$ cat src/kef_pkg.sv
// Constants and types for the key event queue block
// Operation
// - With supply good and reset pin high, start in standby with default settings.
// - While reset pin is low, hold reset and restore all settings to defaults.
// - Reset pin passes a debounce filter so short glitches are ignored.
// - Writing one to bit 2 of 0x3D resets the device like the pin.
// - Queue stores up to sixteen events, visible at registers 0x03 to 0x12.
// - Key events always queued; input and logic events only when enabled.
// - Five-bit tally in 0x02 bits 4:0 reports events currently held.
// - Each element is eight bits: identifier in bits 6:0, state in bit 7.
// - Any queue register read returns the head element, never a deeper one.
// - Queue copies are consecutive so one burst read drains the whole queue.
// - Pending events and status changes are signalled on the interrupt pin.
// - All configuration happens through host register writes only.
// - While a transaction touches queue addresses, new queue updates wait.
// - More than sixteen events sets overrun flag 0x01 bit 2, interrupt if enabled.
// - Recording sets pending flag 0x01 bit 0 and counts up; reads count down.
package kef_pkg;

	localparam int          QUEUE_DEPTH   = 16;
	localparam int          ELEM_WIDTH    = 8;
	localparam int          TALLY_WIDTH   = 5;

	localparam logic [7:0]  ADDR_STATUS   = 8'h01;
	localparam logic [7:0]  ADDR_TALLY    = 8'h02;
	localparam logic [7:0]  ADDR_QUEUE_LO = 8'h03;
	localparam logic [7:0]  ADDR_QUEUE_HI = 8'h12;
	localparam logic [7:0]  ADDR_SRC_CFG  = 8'h40;
	localparam logic [7:0]  ADDR_RESTART  = 8'h3D;

	localparam int          STAT_EVENT_BIT   = 0;
	localparam int          STAT_OVERRUN_BIT = 2;
	localparam int          RESTART_BIT      = 2;
	localparam int          CFG_GPI_BIT      = 0;
	localparam int          CFG_LOGIC_BIT    = 1;
	localparam int          CFG_OVR_IEN_BIT  = 2;
	localparam int          CFG_EVT_IEN_BIT  = 3;
	localparam logic [7:0]  SRC_CFG_RESET    = 8'h08;

	localparam int          CLK_PERIOD_PS    = 5000;
	localparam int          DEBOUNCE_NS      = 1000;
	localparam int          DEBOUNCE_CYCLES  = (DEBOUNCE_NS * 1000 + CLK_PERIOD_PS - 1)
		/ CLK_PERIOD_PS;
	localparam logic [7:0]  DEBOUNCE_LAST    = 8'(DEBOUNCE_CYCLES - 1);

	typedef enum logic [1:0] {
		KEF_SRC_KEY   = 2'h0,
		KEF_SRC_GPI   = 2'h1,
		KEF_SRC_LOGIC = 2'h2
	} kef_src_t;

	typedef struct packed {
		logic       state;
		logic [6:0] ident;
	} kef_evt_t;

	typedef struct packed {
		kef_src_t src;
		kef_evt_t evt;
	} kef_evt_req_t;

endpackage

$ cat src/kef_top.sv
// Event queue, device reset control and register access of the key event block
`timescale 1ns/10ps

module kef_fifo
#(
	parameter int WIDTH = 8,
	parameter int DEPTH = 16
)
(
	// Clock and reset
	input  wire logic                       i_clk,
	input  wire logic                       i_rst_b,
	// Fill side
	input  wire logic                       i_in_valid,
	output logic                            o_in_ready,
	input  wire logic [WIDTH-1:0]           i_in_data,
	// Drain side
	output logic                            o_out_valid,
	input  wire logic                       i_out_ready,
	output logic [WIDTH-1:0]                o_out_data,
	// Occupancy
	output logic [$clog2(DEPTH+1)-1:0]      o_count
);
	localparam int AW = $clog2(DEPTH);
	localparam int CW = $clog2(DEPTH+1);

	logic [WIDTH-1:0] mem [DEPTH];
	logic [AW-1:0]    rd_ptr;
	logic [AW-1:0]    wr_ptr;
	logic [CW-1:0]    count;
	logic [AW-1:0]    next_rd_ptr;
	logic [AW-1:0]    next_wr_ptr;
	logic [CW-1:0]    next_count;
	logic             push;
	logic             pop;

	assign o_in_ready  = (count != CW'(DEPTH));
	assign o_out_valid = (count != '0);
	assign o_out_data  = mem[rd_ptr];
	assign o_count     = count;

	// Head always read from the read pointer; ring avoids moving data
	always_comb
	begin
		push        = i_in_valid && o_in_ready;
		pop         = i_out_ready && o_out_valid;
		next_rd_ptr = pop ? rd_ptr + AW'(1) : rd_ptr;
		next_wr_ptr = push ? wr_ptr + AW'(1) : wr_ptr;
		next_count  = count;
		if (push && !pop)
		begin
			next_count = count + CW'(1);
		end
		else if (pop && !push)
		begin
			next_count = count - CW'(1);
		end
	end

	always_ff @(posedge i_clk)
	begin
		if (!i_rst_b)
		begin
			rd_ptr <= '0;
			wr_ptr <= '0;
			count  <= '0;
		end
		else
		begin
			rd_ptr <= next_rd_ptr;
			wr_ptr <= next_wr_ptr;
			count  <= next_count;
		end
	end

	always_ff @(posedge i_clk)
	begin
		if (push)
		begin
			mem[wr_ptr] <= i_in_data;
		end
	end
endmodule

module kef_top
	import kef_pkg::*;
(
	// Clock and chip reset
	input  wire logic                   i_clk,
	input  wire logic                   i_rst_b,
	// External reset pin, asynchronous to i_clk
	input  wire logic                   i_rst_pin_b,
	// Register access from the serial slave
	input  wire logic [7:0]             i_reg_addr,
	input  wire logic                   i_reg_rd,
	input  wire logic                   i_reg_wr,
	input  wire logic [7:0]             i_reg_wdata,
	input  wire logic                   i_xfer_busy,
	output logic [7:0]                  o_reg_rdata,
	// Event sources
	input  wire logic                   i_evt_valid,
	input  wire kef_evt_req_t           i_evt_req,
	output logic                        o_evt_ready,
	// Interrupt pin, open drain
	output logic                        o_int_out,
	output logic                        o_int_oe,
	// Device state
	output logic                        o_in_reset
);
	// Pin synchroniser and debounce
	logic       pin_meta;
	logic       pin_sync;
	logic       pin_low;
	logic [7:0] deb_cnt;
	logic       next_pin_low;
	logic [7:0] next_deb_cnt;

	always_comb
	begin
		next_deb_cnt = deb_cnt;
		next_pin_low = pin_low;
		if (pin_sync == !pin_low)
		begin
			next_deb_cnt = '0;
		end
		else if (deb_cnt == DEBOUNCE_LAST)
		begin
			next_pin_low = !pin_sync;
			next_deb_cnt = '0;
		end
		else
		begin
			next_deb_cnt = deb_cnt + 8'h01;
		end
	end

	always_ff @(posedge i_clk)
	begin
		if (!i_rst_b)
		begin
			pin_meta <= 1'b1;
			pin_sync <= 1'b1;
			pin_low  <= 1'b0;
			deb_cnt  <= '0;
		end
		else
		begin
			pin_meta <= i_rst_pin_b;
			pin_sync <= pin_meta;
			pin_low  <= next_pin_low;
			deb_cnt  <= next_deb_cnt;
		end
	end

	// Internal reset: chip reset, filtered pin, or one-cycle soft restart
	logic soft_restart;
	logic next_soft_restart;
	logic core_rst_b;

	// Soft restart is registered so it resets itself one cycle later
	always_comb
	begin
		next_soft_restart = i_reg_wr && (i_reg_addr == ADDR_RESTART)
			&& i_reg_wdata[RESTART_BIT] && !soft_restart;
	end

	always_ff @(posedge i_clk)
	begin
		if (!i_rst_b)
		begin
			soft_restart <= 1'b0;
		end
		else
		begin
			soft_restart <= next_soft_restart;
		end
	end

	assign core_rst_b = i_rst_b && !pin_low && !soft_restart;

	// Queue
	logic     fifo_in_valid;
	logic     fifo_in_ready;
	logic     fifo_out_valid;
	logic     fifo_pop;
	kef_evt_t fifo_head;
	logic [TALLY_WIDTH-1:0] fifo_count;

	kef_fifo
	#(
		.WIDTH (ELEM_WIDTH),
		.DEPTH (QUEUE_DEPTH)
	)
	u_queue
	(
		.i_clk       (i_clk),
		.i_rst_b     (core_rst_b),
		.i_in_valid  (fifo_in_valid),
		.o_in_ready  (fifo_in_ready),
		.i_in_data   (i_evt_req.evt),
		.o_out_valid (fifo_out_valid),
		.i_out_ready (fifo_pop),
		.o_out_data  (fifo_head),
		.o_count     (fifo_count)
	);

	// Control state
	logic [7:0] src_cfg;
	logic       stat_event;
	logic       stat_overrun;
	logic       queue_hold;
	logic [7:0] rdata;
	logic       evt_ready;
	logic       int_drive;
	logic [7:0] next_src_cfg;
	logic       next_stat_event;
	logic       next_stat_overrun;
	logic       next_queue_hold;
	logic [7:0] next_rdata;
	logic       next_evt_ready;
	logic       next_int_drive;
	logic       queue_addr;
	logic       src_allowed;
	logic       evt_take;

	always_comb
	begin
		queue_addr = (i_reg_addr >= ADDR_QUEUE_LO) && (i_reg_addr <= ADDR_QUEUE_HI);
		unique case (i_evt_req.src)
			KEF_SRC_KEY:   src_allowed = 1'b1;
			KEF_SRC_GPI:   src_allowed = src_cfg[CFG_GPI_BIT];
			KEF_SRC_LOGIC: src_allowed = src_cfg[CFG_LOGIC_BIT];
			default:       src_allowed = 1'b0;
		endcase
		// Held source waits; disabled source is taken and dropped
		evt_take      = i_evt_valid && evt_ready;
		fifo_in_valid = evt_take && src_allowed;
		fifo_pop      = i_reg_rd && queue_addr && fifo_out_valid;

		// Hold runs from the first queue access to the end of the transaction, not just the read cycle
		next_queue_hold = queue_hold;
		if (!i_xfer_busy)
		begin
			next_queue_hold = 1'b0;
		end
		else if ((i_reg_rd || i_reg_wr) && queue_addr)
		begin
			next_queue_hold = 1'b1;
		end
		next_evt_ready = !next_queue_hold;

		next_src_cfg = src_cfg;
		if (i_reg_wr && (i_reg_addr == ADDR_SRC_CFG))
		begin
			next_src_cfg = i_reg_wdata;
		end

		// Status: write one clears, a new event in the same cycle wins
		next_stat_event   = stat_event;
		next_stat_overrun = stat_overrun;
		if (i_reg_wr && (i_reg_addr == ADDR_STATUS))
		begin
			if (i_reg_wdata[STAT_EVENT_BIT])
			begin
				next_stat_event = 1'b0;
			end
			if (i_reg_wdata[STAT_OVERRUN_BIT])
			begin
				next_stat_overrun = 1'b0;
			end
		end
		if (fifo_in_valid)
		begin
			next_stat_event = 1'b1;
		end
		if (fifo_in_valid && !fifo_in_ready)
		begin
			next_stat_overrun = 1'b1;
		end

		next_int_drive = (next_stat_event && next_src_cfg[CFG_EVT_IEN_BIT])
			|| (next_stat_overrun && next_src_cfg[CFG_OVR_IEN_BIT]);

		next_rdata = rdata;
		if (i_reg_rd)
		begin
			next_rdata = 8'h00;
			if (queue_addr)
			begin
				next_rdata = fifo_out_valid ? fifo_head : 8'h00;
			end
			else
			begin
				unique case (i_reg_addr)
					ADDR_STATUS:
					begin
						next_rdata[STAT_EVENT_BIT]   = stat_event;
						next_rdata[STAT_OVERRUN_BIT] = stat_overrun;
					end
					ADDR_TALLY:   next_rdata = {3'h0, fifo_count};
					ADDR_SRC_CFG: next_rdata = src_cfg;
					default:      next_rdata = 8'h00;
				endcase
			end
		end
	end

	// All settings return to defaults on any reset source
	always_ff @(posedge i_clk)
	begin
		if (!core_rst_b)
		begin
			src_cfg      <= SRC_CFG_RESET;
			stat_event   <= 1'b0;
			stat_overrun <= 1'b0;
			queue_hold   <= 1'b0;
			rdata        <= 8'h00;
			evt_ready    <= 1'b0;
			int_drive    <= 1'b0;
		end
		else
		begin
			src_cfg      <= next_src_cfg;
			stat_event   <= next_stat_event;
			stat_overrun <= next_stat_overrun;
			queue_hold   <= next_queue_hold;
			rdata        <= next_rdata;
			evt_ready    <= next_evt_ready;
			int_drive    <= next_int_drive;
		end
	end

	// Output flops
	logic in_reset;

	always_ff @(posedge i_clk)
	begin
		if (!i_rst_b)
		begin
			in_reset <= 1'b1;
		end
		else
		begin
			in_reset <= !core_rst_b;
		end
	end

	assign o_reg_rdata = rdata;
	assign o_evt_ready = evt_ready;
	assign o_int_oe    = int_drive;
	assign o_int_out   = 1'b0;
	assign o_in_reset  = in_reset;
endmodule

$ cat config.mk
export PLATFORM = sky130hd
export DESIGN_NAME = kef_top
export DESIGN_NICKNAME = d
export VERILOG_FILES = /design/src/kef_pkg.sv /design/src/kef_top.sv
export SDC_FILE = /design/constraint.sdc
export NUM_CORES = 1
export LEC_CHECK = 0
export BUFFER_PORTS_ARGS = -buffer_cell sky130_fd_sc_hd__buf_2
export CAP_MARGIN = 0
export CORE_UTILIZATION = 45
export CTS_CLUSTER_DIAMETER = 150
export CTS_CLUSTER_SIZE = 28
export DETAILED_ROUTE_END_ITERATION = 8
export PLACE_DENSITY_LB_ADDON = 0.3
export REMOVE_ABC_BUFFERS = 1
export SYNTH_ARGS = -nofsm -noshare
export SYNTH_HDL_FRONTEND = slang
export SYNTH_SLANG_ARGS = --single-unit
$ cat constraint.sdc
create_clock -name i_clk -period 9.45 [get_ports i_clk]
set_input_delay 1.4175 -clock i_clk [delete_from_list [all_inputs] [get_ports i_clk]]
set_output_delay 1.4175 -clock i_clk [all_outputs]
set_load 0.02 [all_outputs]
; ---- Word-level counts from Yosys, hierarchy flattened
; Memories as Yosys holds them, arrays and structs flattened. A register that Yosys moved wholly into a read port is not among the register bits.
; Index checks and enable logic that the tools add are counted.
[totals]
ff_bits = 47
n_memories = 1
mem_bits_rw = 128
elab_cells = 93
[op_classes]
n_mux = 22
order_cmp = 2
bitwise = 2
addsub = 5
eq_ne = 9
n_reduce_logical = 35
[mem_list]
columns = memory, depth, word_bits, rd, rd_clocked_by_memory_dff, write_ports, line_no
row1 = u_queue.mem, 16, 8, 1, 1, 1, kef_top.sv:27  ; logic [WIDTH-1:0] mem [DEPTH];
[ops]
columns = cell, count
row1 = $logic_and 1x1->1, 20
row2 = $mux 8, 2
row3 = $mux 4, 3
row4 = $mux 1, 10
row5 = $mux 5, 2
row6 = $pmux 5 s2, 1
row7 = $pmux 1 s3, 3
row8 = $add 4x1->4 const B, 2
row9 = $add 8x1->8 const B, 1
row10 = $eq 8x1->1 const B, 1
row11 = $eq 8x2->1 const B, 1
row12 = $eq 8x6->1 const B, 1
row13 = $eq 8x7->1 const B, 1
row14 = $eq 8x8->1 const B, 1
row15 = $ge 8x2->1 const B, 1
row16 = $le 8x5->1 const B, 1
row17 = $logic_not 1->1, 8
row18 = $add 5x1->5 const B, 1
row19 = $ne 5x5->1 const B, 1
row20 = $reduce_bool 5->1, 1
row21 = $sub 5x1->5 const B, 1
row22 = $reduce_or 3->1, 1
row23 = $eq 2x1->1 const B, 1
row24 = $eq 2x2->1 const B, 1
row25 = other kinds (7), 9

; ---- Longest topological paths before layout
; Gate-level depths: netlist of the first run.
[depth]
ltp_word = 8
depth_mapped = 13
depth_no_buf = 12

; ---- Modules after synthesis
; Synthesis of the first run repeated with hierarchy kept, for this count alone.
[hier_totals]
cells_unflattened = 483
hier_area_um2 = 7324.5
[by_module_without_submodules]
columns = module, cells_per_inst, area_each_um2, n_inst, seq_area_each_um2
row1 = kef_fifo, 307, 5790.6, 1, 4184.0
row2 = kef_top, 176, 1534.0, 1, 680.7

; ---- Least setup slack after synthesis of the first run
; Ideal clock, no wire load.
[synth_path]
path_kind = input -> register
start = input port i_reg_addr[1]
end = register u_queue.count[4] (netlist: u_queue.o_count[4])
setup_slack_ns = 5.416
setup_ns = 0.071
cell_stages = 13
arrival_ns = 3.963
cell_sequence = buf_2 > a211oi_1 > mux2i_1 > nor3_2 > inv_1 > ha_1 > inv_1 > fa_1 > a21o_1 > a21oi_1 > xnor2_1 > or3_1 > a21oi_1
[synth_between]
elab_chain_cells = 8
elab_cells_between_ends = 11
cone_classes = 2 x order compare / 1 x mux / 8 x reduce/logical
[synth_rtl]
columns = element, line_no
row1 = from (decl), kef_top.sv:94  ; input wire logic [7:0] i_reg_addr,
row2 = $ge 8x2->1 / $le 8x5->1 (equally long branches), kef_top.sv:228  ; queue_addr = (i_reg_addr >= ADDR_QUEUE_LO) && (i_reg_addr <= ADDR_QUEUE_HI);
row3 = $logic_and 1x1->1 *, kef_top.sv:228
row4 = $logic_and 1x1->1 * (2 in a row), kef_top.sv:238  ; fifo_pop = i_reg_rd && queue_addr && fifo_out_valid;
row5 = $logic_and 1x1->1 *, kef_top.sv:46  ; pop = i_out_ready && o_out_valid;
row6 = $logic_not 1->1, kef_top.sv:50  ; if (push && !pop)
row7 = $logic_and 1x1->1, kef_top.sv:50
row8 = $mux 5 / $reduce_bool 2->1 (equally long branches), -
row9 = to (signal assigned), kef_top.sv:72  ; count <= next_count;
row10 = to (decl), kef_top.sv:30  ; logic [CW-1:0] count;
; Mark *: on every way between the ends. The rest lies on a longest branch, timed or not.
; A chain may end at the register's enable or synchronous reset.

; ---- Worst setup path in the final report of the first run
; Same ends and word-level chain as after synthesis.

==> impl_metrics.toml, run 1 <==
[yosys]
synthArstFlopShare_pct = 0
netlist_area_um2 = 7280
synth_seq_cells = 179
ys.flop_type = "edfxtp_1"
yosysWarnings = 0
avgSynthCellArea_um2 = 15.0
yosysSeqAreaShare_pct = 66.8
synth_edf_count = 128
synthCells = 485
synth.distinct_cells = 50

[placement]
port_buffers = 43
place_hpwl_um = 9380
gp_congestion = 0.840

[clock_tree]
htree_num_levels = 4
cts_tree = "built"
postCtsSetupBuffers = 0
cts_buffer_depth = 2
cts_sinks = 179
post_cts_resized = 0
cts_root_buffer = "clkbuf_16"
cts_hold_buf = 0
numCtsBuffers = 17
clk_pin_slew_ps = 70
insertion_delay_ps = 430

[route]
wirelength_um = 14500
vias = 4158
antenna_left = 0
drt-pass1-iter-count = 6
drtIter0Drc = 319
wl_per_cell_um = 19.1
viasPerCell = 5.49
drcViolationCount = 1

[setup_path]
worstPathArrival_ps = 4230
start_kind = "primary input"
cp_slowest_stage_delay_ps = 540
crit_chain = "buf_2, a211oi_1, mux2i_1, nor3_2, inv_1, ha_1, inv_1, fa_1, a21o_1, a21oi_1, xnor2_1, or3_1, a21oi_1"
end_kind = "flip-flop"
slowest_stage = "mux2i_1"
worstSetupPathType = "in -> reg"
required_ps = 9800
crit_fanout = 9

[floorplanning]
pin_count = 45
die_h_um = 129
core_um2 = 15800
rows = 46
die-area_um2 = 16700
start_util_pct = 46.0
chipWidth_um = 129

[pwr]
powerDensity_nw_per_um2 = 190
leakagePower_nw = 2.77
peakVddDrop_v = 0.000132
power_w = 0.00157

[hold_path]
min_path_type = "reg -> reg"

[timing]
final.period_utilization_pct = 41.0
slew_headroom_pct = 36.4
final-hold-violation-count = 0
fmax_mhz = 258
setup_tns_ps = 0
slew_viol_final = 0
skew_ps = 13.3
fin_crit_ps = 3880
setup_violations = 0
rsz0062_at_grt = "false"
tightest_slew_ps = 953

[grt]
track_usage_pct = 18.8
grt_first_pass_wirelength_um = 22600
gr-total-overflow = 0
antenna_found_initial = 0
grt_pass1_vias = 4124
grt_max_degree = 32

[cells_and_area]
drive_gt1_share_pct = 22.4
diodes = 0
nets = 572
syn_to_final_growth_pct = 13.3
fillers = 1338

[status]
status = "complete, but fails checks"
violations = "design-rule violations"

[flow_run]
max-cap-violations = 0
[stage by stage]
stage / cells / area, um2 / worst slack [ps] / util [%] / hold WS [ps]
4_1_cts: 757 / 8240 / 5570 / 52.1 / 426
3_5_place_dp: 725 / 7680 / 5130 / 48.5 / 401
6_report: 757 / 8240 / 5570 / 52.1 / 419
5_1_grt: 757 / 8240 / 5390 / 52.1 / 435
3_3_place_gp: 725 / 7680 / 5200 / 48.5 / 399
2_1_floorplan: 463 / 7170 / 5610 / - / 386
[layout make-up]
cell class / count / area (um2) / area share [%]
clock buffers: 17 / 425 / 5.16
clock inverters: 15 / 135 / 1.64
multi-input cells: 272 / 2260 / 27.5
flip-flops and latches: 179 / 4870 / 59.0
inverters: 12 / 45.0 / 0.546
well taps: 216 / 270 / 3.28
repair buffers: 46 / 238 / 2.88
[cell usage after synthesis (all sizes together), types with 5 or more instances]
cell type	instances	area (um2)
dfxtp	51	1020
mux4	32	721
nor2	31	116
xor2	7	61.3
nor3	5	35.0
nor4	8	80.1
o21ai	11	55.1
and3	19	119
nand3	26	130
nand4	6	37.5
mux2i	10	100
inv	11	41.3
edfxtp	128	3840
xnor2	10	87.6
nor2b	11	68.8
clkbuf	9	33.8
a22oi	7	52.6
nand2	24	92.6
ha	10	125
buf	13	71.3
a21oi	20	100
[final timing paths]
path / start / to / slack, ps / depth (start not counted)
setup / recovery: i_reg_addr[1] / u_queue.o_count[4]$_SDFFE_PN0P_ / 5570 / 13
hold / removal: pin_meta$_SDFF_PN1_ / pin_sync$_SDFF_PN1_ / 420 / 1
setup reg to reg: u_queue.o_count[0]$_SDFFE_PN0P_ / u_queue.o_count[4]$_SDFFE_PN0P_ / 6500 / 12
hold reg to reg: pin_meta$_SDFF_PN1_ / pin_sync$_SDFF_PN1_ / 420 / 1
[layer usage]
layer  global-route usage, %  up-vias  part of all wire (%)
met5                       0        -                     0
met4                    6.71        0                   1.8
met3                    4.58       22                   5.7
met2                    32.0      119                    49
met1                    23.3     2068                    43
li1                        -     1949                     -
[flip-flops by register name, indices dropped and copies added (netlist names), named ones only]
name and cells:
o_in_reset 1, o_int_oe 1, queue_hold 1, soft_restart 1, src_cfg 8, u_queue.mem 128
stat_overrun 1, deb_cnt 8, pin_low 1, pin_sync 1, u_queue.o_count 5, o_evt_ready 1
u_queue.wr_ptr 4, o_reg_rdata 8, u_queue.rd_ptr 4, stat_event 1, pin_meta 1
[layout by cell type, fill, tap and decap left out, types with 3 or more instances in the layout]
| master | netlist | routed |
|---|---|---|
| edfxtp_1 | 128 | 128 |
| dfxtp_1 | 51 | 50 |
| buf_2 | 6 | 43 |
| mux4_2 | 32 | 32 |
| nor2_1 | 31 | 31 |
| nand3_1 | 26 | 26 |
| nand2_1 | 23 | 23 |
| a21oi_1 | 20 | 20 |
| and3_1 | 19 | 19 |
| clkbuf_16 | 0 | 17 |
| nor2b_1 | 11 | 11 |
| inv_1 | 10 | 10 |
| mux2i_1 | 10 | 10 |
| xnor2_1 | 10 | 10 |
| ha_1 | 10 | 10 |
| xor2_1 | 7 | 7 |
| a22oi_1 | 7 | 7 |
| nor4_1 | 6 | 6 |
| nand4_1 | 6 | 6 |
| o21ai_0 | 6 | 6 |
| inv_8 | 0 | 6 |
| o21ai_1 | 5 | 5 |
| o22ai_1 | 3 | 3 |
| nor3_1 | 3 | 3 |
| nand2b_1 | 3 | 3 |
| mux2_2 | 3 | 3 |
| a221oi_1 | 3 | 3 |
| a21o_1 | 3 | 3 |
| inv_6 | 0 | 3 |
| buf_4 | 2 | 3 |
[worst max-delay path, delay by kind of cell]
kind	cells	cell delay, ps
AO/OA/AOI/OAI	4	800
buffers and inverters	3	360
multiplexers	1	540
adder cells (fa/ha/maj)	2	580
XOR/XNOR	1	90
AND/OR/NAND/NOR	2	440
[power breakdown]
| group | switching [W] | total (W) | internal (W) |
|---|---|---|---|
| combinational | 0.0000342 | 0.0000526 | 0.0000184 |
| sequential | 0.00000317 | 0.000846 | 0.000843 |
| clock | 0.000321 | 0.000669 | 0.000349 |
| total | 0.000358 | 0.00157 | 0.00121 |
[cells by family after synthesis]
| family | synth area share [%] |
|---|---|
| AO/OA/AOI/OAI | 4.71 |
| flip-flops | 66.8 |
| other | 0.0515 |
| adder cells (fa/ha/maj) | 1.99 |
| XOR/XNOR | 2.05 |
| AND/OR/NAND/NOR | 10.6 |
| multiplexers | 11.7 |
| buffers and inverters | 2.06 |
(Power assumes the default switching activity.)
==> inputs of run 2 (changes only) <==
==> constraint.sdc (replaced) <==
create_clock -name i_clk -period 3.3 [get_ports i_clk]
set_input_delay 0.495 -clock i_clk [delete_from_list [all_inputs] [get_ports i_clk]]
set_output_delay 0.495 -clock i_clk [all_outputs]
set_load 0.02 [all_outputs]
==> impl_metrics.toml, run 2 (same netlist as run 1, synthesis figures left out) <==
[status]
status = "complete, but fails checks"
violations = "design-rule violations"

[route]
antenna_left = 0
vias = 4177
viasPerCell = 5.45
drtIter0Drc = 263
drt-pass1-iter-count = 6
wirelength_um = 14600
wl_per_cell_um = 19.0
drcViolationCount = 1

[grt]
gr-total-overflow = 0
grt_pass1_vias = 4307
antenna_found_initial = 0
grt_first_pass_wirelength_um = 22800
track_usage_pct = 18.9
grt_max_degree = 32

[timing]
slew_viol_final = 0
final.period_utilization_pct = 87.6
rsz0062_at_grt = "false"
final-hold-violation-count = 0
tightest_slew_ps = 621
setup_violations = 0
slew_headroom_pct = 58.3
skew_ps = 15.4
fmax_mhz = 346
setup_tns_ps = 0
fin_crit_ps = 2890

[clock_tree]
insertion_delay_ps = 430
cts_root_buffer = "clkbuf_16"
post_cts_resized = 0
cts_buffer_depth = 2
cts_sinks = 179
cts_tree = "built"
cts_hold_buf = 0
htree_num_levels = 4
postCtsSetupBuffers = 0
clk_pin_slew_ps = 60
numCtsBuffers = 17

[cells_and_area]
fillers = 1318
top_register = "u_queue.mem"
drive_gt1_share_pct = 23.4
layout_commonest_cell = "edfxtp_1"
layout_common_cells = "edfxtp_1 (128), dfxtp_1 (50), buf_2 (43)"
layout.cells.non_filler = 767
nets = 582
largest_reg_flops = 128
diodes = 0
finalInstanceArea_um2 = 8330
syn_to_final_growth_pct = 14.4

[floorplanning]
pin_count = 45
chipWidth_um = 129
core_um2 = 15800
rows = 46
start_util_pct = 46.0
die_h_um = 129
die-area_um2 = 16700

[setup_path]
slowest_stage = "fa_1"
worstSetupPathType = "reg -> reg"
end_kind = "flip-flop"
cp_slowest_stage_delay_ps = 420
worstPathArrival_ps = 3240
crit_chain = "nor4_1, nor2b_1, nor3_2, inv_1, ha_1, inv_1, fa_1, a21o_1, a21oi_1, xnor2_1, or3_1, a21oi_1"
required_ps = 3650
crit_fanout = 4
start_kind = "flip-flop"

[placement]
dp_cells = 735
gp_congestion = 0.881
place_hpwl_um = 9670
port_buffers = 43
placed_area_um2 = 7770

[flow_run]
max-cap-violations = 0

[pwr]
leakagePower_nw = 2.81
powerDensity_nw_per_um2 = 538
peakVddDrop_v = 0.000521

[hold_path]
min_path_type = "in -> reg"
[run 2: changes by cell type in the layout (fill, tap and decap cells not counted)]
cell	delta
buf_12	+1
buf_4	+9
bufinv_16	+1
clkbuf_1	+1
clkinv_1	+1
clkinv_4	-1
clkinvlp_4	+2
inv_6	+1
inv_8	-5
[run 2: path summary, 6_finish.rpt]
path | start | end | slack, ps | cells past startpoint
worst max register to register | u_queue.o_count[3]$_SDFFE_PN0P_ | u_queue.o_count[4]$_SDFFE_PN0P_ | 410 | 12
worst max-delay path | u_queue.o_count[3]$_SDFFE_PN0P_ | u_queue.o_count[4]$_SDFFE_PN0P_ | 410 | 12
worst min register to register | pin_meta$_SDFF_PN1_ | pin_sync$_SDFF_PN1_ | 420 | 1
worst min-delay path | i_rst_pin_b | pin_meta$_SDFF_PN1_ | 270 | 2
[run 2: cell type report]
class	instances	area (um2)	area share, %
Tap cell	216	270	3.25
Sequential cell	179	4870	58.4
Multi-Input combinational cell	272	2260	27.2
Clock buffer	18	429	5.15
Clock inverter	14	128	1.53
Inverter	12	45.0	0.541
Timing Repair Buffer	56	325	3.91
[run 2: power by group]
| group | internal, W | leakage, nW | switching, W |
|---|---|---|---|
| Combinational | 0.0000580 | 0.988 | 0.000101 |
| Sequential | 0.00241 | 1.56 | 0.00000767 |
| Clock | 0.00105 | 0.261 | 0.000855 |
| Total | 0.00352 | 2.81 | 0.000964 |
[run 2: per-stage QoR]
step / total power [W] / hold WS (ps) / util (%) / worst slack [ps]
6_report: 0.00448 / 271 / 52.6 / 409
5_1_grt: 0.00460 / 257 / 52.6 / 230
3_5_place_dp: 0.00263 / 403 / 49.1 / 172
3_3_place_gp: 0.00262 / 400 / 49.1 / 257
4_1_cts: 0.00450 / 256 / 52.6 / 399
2_1_floorplan: 0.00255 / 386 / - / 378
[run 2: metal layers]
layer	GRT usage (%)	part of all wire (%)	vias up
met3	4.62	5.2	11
li1	-	-	1962
met4	6.23	1.0	0
met5	0	0	-
met1	23.5	43	2091
met2	32.5	51	113
[run 2: critical path: cells and delay by family (launching register included)]
family / cells / cell delay, ps
and+or+nand+nor: 4 / 1120
adders and majority gates: 2 / 600
AOI/OAI and AO/OA: 3 / 500
DFF: 1 / 350
buffers and inverters: 2 / 180
xor gates and xnor gates: 1 / 90
==> inputs of run 3 (changes only) <==
--- a/config.mk
+++ b/config.mk
@@ -7,6 +7,7 @@
 export LEC_CHECK = 0
 export BUFFER_PORTS_ARGS = -buffer_cell sky130_fd_sc_hd__buf_2
 export CAP_MARGIN = 0
+export CORE_MARGIN = 2
 export CORE_UTILIZATION = 45
 export CTS_CLUSTER_DIAMETER = 150
 export CTS_CLUSTER_SIZE = 28
==> impl_metrics.toml, run 3 (same netlist as run 1, synthesis figures left out) <==
[floorplanning]
die_h_um = 131
chipWidth_um = 131
start_util_pct = 46.0
die-area_um2 = 17200
rows = 46
pin_count = 45
core_um2 = 15800

[pwr]
peakVddDrop_v = 0.000539
powerDensity_nw_per_um2 = 534
leakagePower_nw = 2.81
power_w = 0.00445

[timing]
tightest_slew_ps = 670
rsz0062_at_grt = "false"
fin_crit_ps = 3020
whs_ps = 263
final.period_utilization_pct = 91.7
setup_violations = 0
slew_viol_final = 0
fmax_mhz = 331
skew_ps = 8.82
final-hold-violation-count = 0
slew_headroom_pct = 55.3
setup_tns_ps = 0

[route]
drt-pass1-iter-count = 5
wirelength_um = 14800
antenna_left = 0
drcViolationCount = 0
vias = 4233
drtIter0Drc = 384
viasPerCell = 5.51
wl_per_cell_um = 19.2

[setup_path]
slowest_stage = "nor4_1"
crit_chain = "nor4_1, nor2b_1, nor3_2, inv_1, ha_1, inv_1, fa_1, a21o_1, a21oi_1, xnor2_1, or3_1, a21oi_1"
worstSetupPathType = "reg -> reg"
cp_slowest_stage_delay_ps = 510
worstPathArrival_ps = 3380
crit_buf_inv = 2
required_ps = 3660
start_kind = "flip-flop"
crit_family = "simple AND/OR/NAND/NOR gates"
crit_fanout = 4
end_kind = "flip-flop"

[grt]
grt_first_pass_wirelength_um = 23700
track_usage_pct = 18.1
gr-total-overflow = 0
antenna_found_initial = 0
grt_pass1_vias = 4375
grt_max_degree = 32

[placement]
place_hpwl_um = 9850
gp_congestion = 0.873
port_buffers = 43

[cells_and_area]
drive_gt1_share_pct = 23.7
layout_common_cells = "edfxtp_1 (128), dfxtp_1 (50), buf_2 (43)"
syn_to_final_growth_pct = 14.4
nets = 583
largest_reg_flops = 128
diodes = 0
fillers = 1307
top_register = "u_queue.mem"
multi_input_area_um2 = 2260
seq_area_um2 = 4870
layout_commonest_cell = "edfxtp_1"

[clock_tree]
htree_num_levels = 4
postCtsSetupBuffers = 0
cts_root_buffer = "clkbuf_16"
clk_pin_slew_ps = 70
post_cts_resized = 0
cts_sinks = 179
cts_buffer_depth = 2
cts_tree = "built"
numCtsBuffers = 17
cts_hold_buf = 0
insertion_delay_ps = 430

[flow_run]
max-cap-violations = 0

[hold_path]
min_path_type = "in -> reg"

[status]
status = "finished clean"
==> run 3: changes by cell type in the layout (fill, tap and decap cells not counted) <==
cell       before  now
inv_6           4    5
clkbuf_1        1    0
clkinv_8        0    1
buf_4          12   13
bufinv_16       1    0
==> run 3: through the flow <==
stage | instances | cell area [um2] | util [%] | worst slack [ps]
2_1_floorplan | 463 | 7170 | - | 378
3_3_place_gp | 736 | 7780 | 49.1 | 264
3_5_place_dp | 736 | 7780 | 49.1 | 103
4_1_cts | 768 | 8330 | 52.6 | 299
5_1_grt | 768 | 8330 | 52.6 | 26.4
6_report | 768 | 8330 | 52.6 | 275
==> run 3: layout make-up <==
cell class              instances  share of cell area [%]
flip-flops and latches        179                    58.4
multi-input cells             272                    27.2
clock buffers                  17                    5.11
repair buffers                 57                    4.00
well taps                     216                    3.25
clock inverters                15                    1.47
inverters                      12                   0.541
==> run 3: per-layer routing <==
| layer | track usage [%] | up-vias | share of wire (%) |
|---|---|---|---|
| met1 | 23.4 | 2103 | 43 |
| met2 | 29.6 | 139 | 50 |
| li1 | - | 1969 | - |
| met4 | 6.88 | 0 | 1.8 |
| met5 | 0 | - | 0 |
| met3 | 4.48 | 22 | 5.3 |
==> run 3: final timing paths <==
| check | endpoint | start | cells past startpoint | slack, ps |
|---|---|---|---|---|
| worst min register to register | pin_sync$_SDFF_PN1_ | pin_meta$_SDFF_PN1_ | 1 | 440 |
| worst max register to register | u_queue.o_count[4]$_SDFFE_PN0P_ | u_queue.o_count[3]$_SDFFE_PN0P_ | 12 | 280 |
| worst min-delay path | pin_meta$_SDFF_PN1_ | i_rst_pin_b | 2 | 260 |
| worst max-delay path | u_queue.o_count[4]$_SDFFE_PN0P_ | u_queue.o_count[3]$_SDFFE_PN0P_ | 12 | 280 |
==> run 3: power by group <==
group          switching [W]  internal [W]  total [W]
logic               0.000102     0.0000583   0.000160
clock network       0.000885      0.000979    0.00186
registers         0.00000748       0.00241    0.00242
total               0.000994       0.00345    0.00445
